### src/rtl/rsc_pkg.sv
// Contract
// - A divide-by-eight counter with eight one-hot outputs steps once per oscillator pulse.
// - A low hold stops the oscillator; releasing it issues exactly one step pulse.
// - The first state is entered after the last state on a step, or at once on counter reset.
// - Entering the first state sets the output latch and drives switch-on high.
// - Hold and the amplitude counter reset act only while the last state is active; a run edge resets from any state.
// - The latch clears on a negative switch voltage or on the sixth state.
// - The negative-voltage indication is ignored during the first state.
// - A low switch amplitude in the last state resets the counter and turns the switch on.
// - Inductor current below reference releases hold and steps last state to first.
// - A rising run resets the counter, enters the first state and turns the switch on.
// - An activity monitor shows stopped or active; only when active may the amplitude path reset.
// - The current comparator reaches hold release only while run is high.
// - With run low the current comparator starts no new cycle; the counter runs to the last state and holds.
package rsc_pkg;
    localparam int unsigned RSC_STATES = 8;
    localparam logic [7:0] RSC_FIRST = 8'h01;
    localparam logic [7:0] RSC_SIXTH = 8'h20;
    localparam logic [7:0] RSC_LAST = 8'h80;
    localparam int unsigned RSC_DIV_W = 16;
    localparam logic [15:0] RSC_DIV_RESET = 16'h0004;
    localparam int unsigned RSC_ACT_W = 16;
    localparam logic [15:0] RSC_ACT_TIMEOUT = 16'h0100;
    localparam logic [31:0] RSC_ADDR_CTRL = 32'h0000_0000;
    localparam logic [31:0] RSC_ADDR_DIV = 32'h0000_0004;
    localparam logic [31:0] RSC_ADDR_STAT = 32'h0000_0008;
    localparam int unsigned RSC_CTRL_RUN = 0;
    localparam logic [1:0] RSC_RESP_OKAY = 2'b00;
    localparam logic [1:0] RSC_RESP_SLVERR = 2'b10;

    typedef struct packed {
        logic current_below;
        logic voltage_negative;
        logic amplitude_below;
        logic run;
    } rsc_sense_t;
endpackage

### src/rtl/rsc_controller.sv
`timescale 1ns/1ps
module rsc_controller
    import rsc_pkg::*;
#(
    parameter logic [15:0] ACT_TIMEOUT = RSC_ACT_TIMEOUT
) (
    // clock and reset
    input wire logic aclk,
    input wire logic aresetn,
    // analogue comparators and run pin
    input wire logic current_comparator,
    input wire logic polarity_comparator,
    input wire logic amplitude_comparator,
    input wire logic run_request_input,
    // power stage
    output logic switch_on_output,
    output logic [7:0] count_state,
    output logic activity_monitor,
    // axi4-lite write
    input wire logic [31:0] s_axi_awaddr,
    input wire logic s_axi_awvalid,
    output logic s_axi_awready,
    input wire logic [31:0] s_axi_wdata,
    input wire logic [3:0] s_axi_wstrb,
    input wire logic s_axi_wvalid,
    output logic s_axi_wready,
    output logic [1:0] s_axi_bresp,
    output logic s_axi_bvalid,
    input wire logic s_axi_bready,
    // axi4-lite read
    input wire logic [31:0] s_axi_araddr,
    input wire logic s_axi_arvalid,
    output logic s_axi_arready,
    output logic [31:0] s_axi_rdata,
    output logic [1:0] s_axi_rresp,
    output logic s_axi_rvalid,
    input wire logic s_axi_rready
);
    // synchronisers
    rsc_sense_t meta_reg, meta_next, sync_reg, sync_next;
    always_comb begin
        meta_next = '{current_comparator, polarity_comparator, amplitude_comparator,
                      run_request_input};
        sync_next = meta_reg;
    end
    always_ff @(posedge aclk) begin
        if (!aresetn) begin
            meta_reg <= '0;
            sync_reg <= '0;
        end else begin
            meta_reg <= meta_next;
            sync_reg <= sync_next;
        end
    end

    // registers written by software
    logic [15:0] div_reg, div_next;
    logic sw_run_reg, sw_run_next;
    // axi state
    logic aw_hold_reg, aw_hold_next, w_hold_reg, w_hold_next;
    logic [31:0] awaddr_reg, awaddr_next, wdata_reg, wdata_next;
    logic [3:0] wstrb_reg, wstrb_next;
    logic bvalid_reg, bvalid_next, rvalid_reg, rvalid_next;
    logic [1:0] bresp_reg, bresp_next, rresp_reg, rresp_next;
    logic [31:0] rdata_reg, rdata_next;

    // cycle state
    logic [7:0] state_reg, state_next;
    logic latch_reg, latch_next;
    logic run_d_reg, run_d_next;
    logic [15:0] div_cnt_reg, div_cnt_next;
    logic [15:0] idle_cnt_reg, idle_cnt_next;
    logic held_reg, held_next;
    logic latch_d_reg, latch_d_next;
    logic active_reg, active_next;

    logic run_eff, run_rise, in_last, tick, step, counter_reset, release_hold;

    always_comb begin
        run_eff = sync_reg.run & sw_run_reg;
        run_rise = run_eff & ~run_d_reg;
        in_last = state_reg[RSC_STATES-1];
        release_hold = sync_reg.current_below & run_eff;
        // counter reset: run edge, or emergency amplitude path while active in last state
        counter_reset = run_rise
            | (in_last & sync_reg.amplitude_below & active_reg);
        tick = (div_cnt_reg == 16'h0000);
        // hold gates the oscillator only in the last state; release gives one step
        step = in_last ? (held_reg & release_hold) : tick;
        div_cnt_next = tick ? div_reg : div_cnt_reg - 16'h0001;
        held_next = in_last ? (held_reg | tick) & ~step : 1'b0;
        run_d_next = run_eff;
        state_next = state_reg;
        if (counter_reset) begin
            state_next = RSC_FIRST;
            div_cnt_next = div_reg;
        end else if (step) begin
            state_next = {state_reg[RSC_STATES-2:0], state_reg[RSC_STATES-1]};
            div_cnt_next = div_reg;
        end
        latch_next = latch_reg;
        if (state_reg[0]) begin
            latch_next = 1'b1;
        end else if ((state_reg & RSC_SIXTH) != 8'h00 || sync_reg.voltage_negative) begin
            latch_next = 1'b0;
        end
        // activity: a switch-on edge restarts the timeout
        latch_d_next = latch_reg;
        if (latch_reg & ~latch_d_reg) begin
            idle_cnt_next = ACT_TIMEOUT;
        end else if (idle_cnt_reg != 16'h0000) begin
            idle_cnt_next = idle_cnt_reg - 16'h0001;
        end else begin
            idle_cnt_next = idle_cnt_reg;
        end
        active_next = (idle_cnt_next != 16'h0000);
    end

    always_ff @(posedge aclk) begin
        if (!aresetn) begin
            state_reg <= RSC_LAST;
            latch_reg <= 1'b0;
            run_d_reg <= 1'b0;
            div_cnt_reg <= RSC_DIV_RESET;
            held_reg <= 1'b0;
            idle_cnt_reg <= 16'h0000;
            latch_d_reg <= 1'b0;
            active_reg <= 1'b0;
        end else begin
            state_reg <= state_next;
            latch_reg <= latch_next;
            run_d_reg <= run_d_next;
            div_cnt_reg <= div_cnt_next;
            held_reg <= held_next;
            idle_cnt_reg <= idle_cnt_next;
            latch_d_reg <= latch_d_next;
            active_reg <= active_next;
        end
    end

    assign switch_on_output = latch_reg;
    assign count_state = state_reg;
    assign activity_monitor = active_reg;

    // axi4-lite slave; address and data may come in either order
    logic aw_have, w_have, do_write, do_read;
    logic [31:0] wa, wd;
    logic [3:0] ws;
    always_comb begin
        aw_have = aw_hold_reg | s_axi_awvalid;
        w_have = w_hold_reg | s_axi_wvalid;
        do_write = aw_have & w_have & ~bvalid_reg;
        wa = aw_hold_reg ? awaddr_reg : s_axi_awaddr;
        wd = w_hold_reg ? wdata_reg : s_axi_wdata;
        ws = w_hold_reg ? wstrb_reg : s_axi_wstrb;
        s_axi_awready = ~aw_hold_reg & ~bvalid_reg;
        s_axi_wready = ~w_hold_reg & ~bvalid_reg;
        aw_hold_next = aw_hold_reg;
        w_hold_next = w_hold_reg;
        awaddr_next = awaddr_reg;
        wdata_next = wdata_reg;
        wstrb_next = wstrb_reg;
        if (s_axi_awvalid & s_axi_awready) begin
            aw_hold_next = 1'b1;
            awaddr_next = s_axi_awaddr;
        end
        if (s_axi_wvalid & s_axi_wready) begin
            w_hold_next = 1'b1;
            wdata_next = s_axi_wdata;
            wstrb_next = s_axi_wstrb;
        end
        div_next = div_reg;
        sw_run_next = sw_run_reg;
        bvalid_next = bvalid_reg & ~s_axi_bready;
        bresp_next = bresp_reg;
        if (do_write) begin
            aw_hold_next = 1'b0;
            w_hold_next = 1'b0;
            bvalid_next = 1'b1;
            bresp_next = RSC_RESP_OKAY;
            if (wa[7:0] == RSC_ADDR_CTRL[7:0] && wa[31:8] == 24'h0) begin
                if (ws[0]) sw_run_next = wd[RSC_CTRL_RUN];
            end else if (wa[7:0] == RSC_ADDR_DIV[7:0] && wa[31:8] == 24'h0) begin
                if (ws[0]) div_next[7:0] = wd[7:0];
                if (ws[1]) div_next[15:8] = wd[15:8];
            end else begin
                bresp_next = RSC_RESP_SLVERR;
            end
        end
        s_axi_arready = ~rvalid_reg;
        do_read = s_axi_arvalid & ~rvalid_reg;
        rvalid_next = rvalid_reg & ~s_axi_rready;
        rdata_next = rdata_reg;
        rresp_next = rresp_reg;
        if (do_read) begin
            rvalid_next = 1'b1;
            rresp_next = RSC_RESP_OKAY;
            if (s_axi_araddr == RSC_ADDR_CTRL) rdata_next = {31'h0, sw_run_reg};
            else if (s_axi_araddr == RSC_ADDR_DIV) rdata_next = {16'h0, div_reg};
            else if (s_axi_araddr == RSC_ADDR_STAT)
                rdata_next = {20'h0, active_reg, latch_reg, run_eff, held_reg, state_reg};
            else begin
                rdata_next = 32'h0;
                rresp_next = RSC_RESP_SLVERR;
            end
        end
    end

    always_ff @(posedge aclk) begin
        if (!aresetn) begin
            div_reg <= RSC_DIV_RESET;
            sw_run_reg <= 1'b1;
            aw_hold_reg <= 1'b0;
            w_hold_reg <= 1'b0;
            awaddr_reg <= 32'h0;
            wdata_reg <= 32'h0;
            wstrb_reg <= 4'h0;
            bvalid_reg <= 1'b0;
            bresp_reg <= 2'b00;
            rvalid_reg <= 1'b0;
            rresp_reg <= 2'b00;
            rdata_reg <= 32'h0;
        end else begin
            div_reg <= div_next;
            sw_run_reg <= sw_run_next;
            aw_hold_reg <= aw_hold_next;
            w_hold_reg <= w_hold_next;
            awaddr_reg <= awaddr_next;
            wdata_reg <= wdata_next;
            wstrb_reg <= wstrb_next;
            bvalid_reg <= bvalid_next;
            bresp_reg <= bresp_next;
            rvalid_reg <= rvalid_next;
            rresp_reg <= rresp_next;
            rdata_reg <= rdata_next;
        end
    end

    assign s_axi_bvalid = bvalid_reg;
    assign s_axi_bresp = bresp_reg;
    assign s_axi_rvalid = rvalid_reg;
    assign s_axi_rdata = rdata_reg;
    assign s_axi_rresp = rresp_reg;

    // checks
    one_hot_a: assert property (@(posedge aclk) disable iff (!aresetn)
        $onehot(state_reg)) else $error("count state not one-hot");
    first_sets_a: assert property (@(posedge aclk) disable iff (!aresetn)
        state_reg[0] |=> latch_reg) else $error("first state did not set switch");
    sixth_clears_a: assert property (@(posedge aclk) disable iff (!aresetn)
        (state_reg == RSC_SIXTH) |=> !latch_reg) else $error("sixth state kept switch");
    blank_first_a: assert property (@(posedge aclk) disable iff (!aresetn)
        $rose(state_reg[0]) |=> latch_reg[*2]) else $error("switch cleared in blank");
    hold_last_a: assert property (@(posedge aclk) disable iff (!aresetn)
        (in_last && !counter_reset && !(held_reg && release_hold)) |=> in_last)
        else $error("left last state while held");
    run_rise_a: assert property (@(posedge aclk) disable iff (!aresetn)
        run_rise |=> state_reg == RSC_FIRST ##1 latch_reg)
        else $error("run edge did not start cycle");
    gate_current_a: assert property (@(posedge aclk) disable iff (!aresetn)
        (!run_eff && in_last && !counter_reset) |=> in_last)
        else $error("cycle started with run low");
    emergency_a: assert property (@(posedge aclk) disable iff (!aresetn)
        (in_last && sync_reg.amplitude_below && active_reg) |=> state_reg[0])
        else $error("emergency reset missed");
endmodule // rsc_controller

### config.mk
export PLATFORM = sky130hd
export DESIGN_NAME = rsc_controller
export DESIGN_NICKNAME = d
export VERILOG_FILES = /design/src/rtl/rsc_pkg.sv /design/src/rtl/rsc_controller.sv
export SDC_FILE = /design/constraint.sdc
export NUM_CORES = 1
export LEC_CHECK = 0
export BUFFER_PORTS_ARGS = -buffer_cell sky130_fd_sc_hd__clkbuf_2
export CORE_MARGIN = 2
export CORE_UTILIZATION = 55
export CTS_BUF_LIST = sky130_fd_sc_hd__clkbuf_8
export DETAILED_ROUTE_END_ITERATION = 10
export HOLD_SLACK_MARGIN = 0.15
export PLACE_DENSITY = 0.86
export SETUP_SLACK_MARGIN = 0.4
export SLEW_MARGIN = 5
export SYNTH_ARGS = -nofsm -noshare
export SYNTH_HDL_FRONTEND = slang
export SYNTH_SLANG_ARGS = --single-unit
### constraint.sdc
create_clock -name aclk -period 3.1 [get_ports aclk]
set_input_delay 0.62 -clock aclk [delete_from_list [all_inputs] [get_ports aclk]]
set_output_delay 0.62 -clock aclk [all_outputs]
set_load 0.05 [all_outputs]
==> flow_summary.toml <==
[cells_and_area]
drive_gt1_share_pct = 23.4
regArea_um2 = 2840
syn_to_final_growth_pct = 15.2
layout_commonest_cell = "nand2_1"
fill_cells = 936
design_area_um2 = 7390
antenna_cells = 0
largest_reg_flops = 32
multi_input_area_um2 = 3200
nNetsFinal = 960
mostFrequentLayoutCells = "142 x nand2_1, 141 x dfxtp_1, 125 x clkbuf_2"

[drt]
num_vias = 5642
drcViolationCount = 0
ant_nets = 0
firstDrtPassIters = 5
vias_per_cell = 5.63
drtIter0Drc = 456
wire_per_inst_um = 15.1
routed_wirelength_um = 15100

[clock_network]
hold_buffers = 0
root_buffer = "clkbuf_8"
cts_max_level = 4
clk_pin_slew_ps = 80
ctsResizeCount = 0
cts_tree = "yes"
cts_setup_buffers = 0
clock_sinks = 142
cts_made_buffers = 17
clock_path_buffers = 2
insertion_delay_ps = 440

[grt]
antenna_found_initial = 0
grt_pass1_wl_um = 24700
grt_usage_pct = 24.3
grt_overflow = 0
grt_max_degree = 43
grt_pass1_vias = 5251

[floorplan]
io_pins = 162
rows = 39
initial_utilization_pct = 56.2
dieWidth_um = 112
die_h_um = 112
core-area_um2 = 11400
die_area_um2 = 12600

[critical_path]
crit_type = "reg2reg"
critPathBufInv = 0
cp_slowest_cell = "dfxtp_2"
cp_top_family = "simple AND/OR/NAND/NOR gates"
start_kind = "flop"
cp_max_fo = 12
worstPathCellList = "mux2_2 > or3_1 > a221oi_2 > o211ai_1 > or2_1 > mux2i_1"
required_ps = 3410
cp-end-kind = "flop"
arrival_ps = 2820
max_stage_delay_ps = 500

[synth]
synthArstFlopShare_pct = 0
synthSimpleGateAreaFrac_pct = 24.3
yosys_warnings = 0
synth-edff-count = 0
avgSynthCellArea_um2 = 8.63
synthMuxAreaShare_pct = 6.18
yosysSeqAreaShare_pct = 44.3
synth-compound-area-share_pct = 14.2
synth_top_family_by_area = "simple AND/OR/NAND/NOR gates"
synth-xor-area-share_pct = 3.41
synth_area_um2 = 6420
ys_ff_latch = 142
ys_types = 71
syn_inst = 744
synth_ff_type = "dfxtp_1"
synthAdderAreaFrac_pct = 0.585

[power_and_ir_drop]
p_sw_mw = 1.85
intPower_mw = 3.56
peakVddDrop_mv = 0.414
seq_power_share_pct = 41.7
p_per_area_nw_per_um2 = 731
p_total_mw = 5.41
leakagePower_nw = 3.07
pwr-share-comb_pct = 28.1
clock_power_share_pct = 30.2
p_sw_share_pct = 34.2

[hold_path]
hold_class = "in2reg"

[run]
cap_viol_max_count = 0

[placement]
hpwlAfterDp_um = 10500
place_area_um2 = 6930
port_buffers = 125
gp_congestion = 0.855

[timing]
tns_ps = 0
finalCriticalPeriod_ps = 2510
max_freq_ghz = 0.398
finalSetupViolations = 0
rsz0062_at_grt = "no"
period_share_pct = 81.0
slew_viol_final = 0
tightestPinTransition_ps = 995
fin_skew_ps = 9.20
finalHoldViolations = 0
slew_headroom_pct = 33.5

[run_status]
outcome = "complete, no violations"
-- area by class of cell --
type,count,area share (%)
clock buffers,19,3.54
clock inverters,13,2.52
inverters,11,0.558
multi-input cells,542,43.3
flip-flops and latches,142,38.5
well taps,143,2.42
repair buffers,132,9.17
-- power by group through the flow --
stage                     Clock [mW]  Combinational [mW]  Sequential (mW)
after floorplan                    0                1.24             2.23
after global placement             0                1.46             2.28
after detailed placement           0                1.49             2.29
after CTS                       1.66                1.50             2.25
after global routing            1.73                1.70             2.29
final                           1.63                1.52             2.25
-- stage by stage --
| step | instances | hold slack, ps | util [%] | setup slack [ps] |
|---|---|---|---|---|
| after floorplan | 761 | 412 | - | 752 |
| after global placement | 970 | 420 | 60.7 | 544 |
| final | 1002 | 388 | 64.8 | 589 |
| after CTS | 1002 | 360 | 64.7 | 426 |
| after detailed placement | 970 | 423 | 60.7 | 452 |
| after global routing | 1002 | 363 | 64.8 | 451 |
-- synthesized netlist by cell type (all sizes together), types with 5 or more instances --
| cell type | count | area (um2) |
|---|---|---|
| a21oi | 62 | 310 |
| or3 | 5 | 31.3 |
| buf | 35 | 279 |
| o31ai | 8 | 70.1 |
| nor2 | 78 | 293 |
| nor3 | 9 | 67.6 |
| nand2 | 142 | 533 |
| inv | 11 | 41.3 |
| mux2i | 25 | 250 |
| a211oi | 12 | 100 |
| and2 | 14 | 90.1 |
| clkbuf | 31 | 126 |
| xnor2 | 14 | 123 |
| mux2 | 13 | 146 |
| o21ai | 12 | 71.3 |
| xor2 | 11 | 96.3 |
| a22oi | 6 | 45.0 |
| a222oi | 11 | 110 |
| dfxtp | 142 | 2840 |
| nand3 | 18 | 95.1 |
| nand4 | 6 | 37.5 |
| nor4 | 23 | 178 |
| or4 | 5 | 41.3 |
-- kinds of logic after synthesis --
logic type | after synthesis
fa+ha+maj | 3
buf+inv | 77
simple gates | 324
xor+xnor | 25
flops | 142
other cells | 1
mux | 38
compound gates | 134
-- layer usage --
metal | part of all wire [%] | vias to the layer above | global-route usage [%]
met2 | 48 | 243 | 40.3
met4 | 2.6 | 0 | 9.59
met5 | 0 | - | 0
met3 | 7.4 | 29 | 5.83
li1 | - | 2771 | -
met1 | 42 | 2599 | 30.7
-- final timing paths --
kind	cells past startpoint	to	slack, ps	from
min	2	meta_reg[3]	390	current_comparator
max reg2reg	6	div_reg[14]	590	aw_hold_reg
max	6	div_reg[14]	590	aw_hold_reg
min reg2reg	1	sync_reg[2]	430	meta_reg[2]
(Power assumes the default switching activity.)
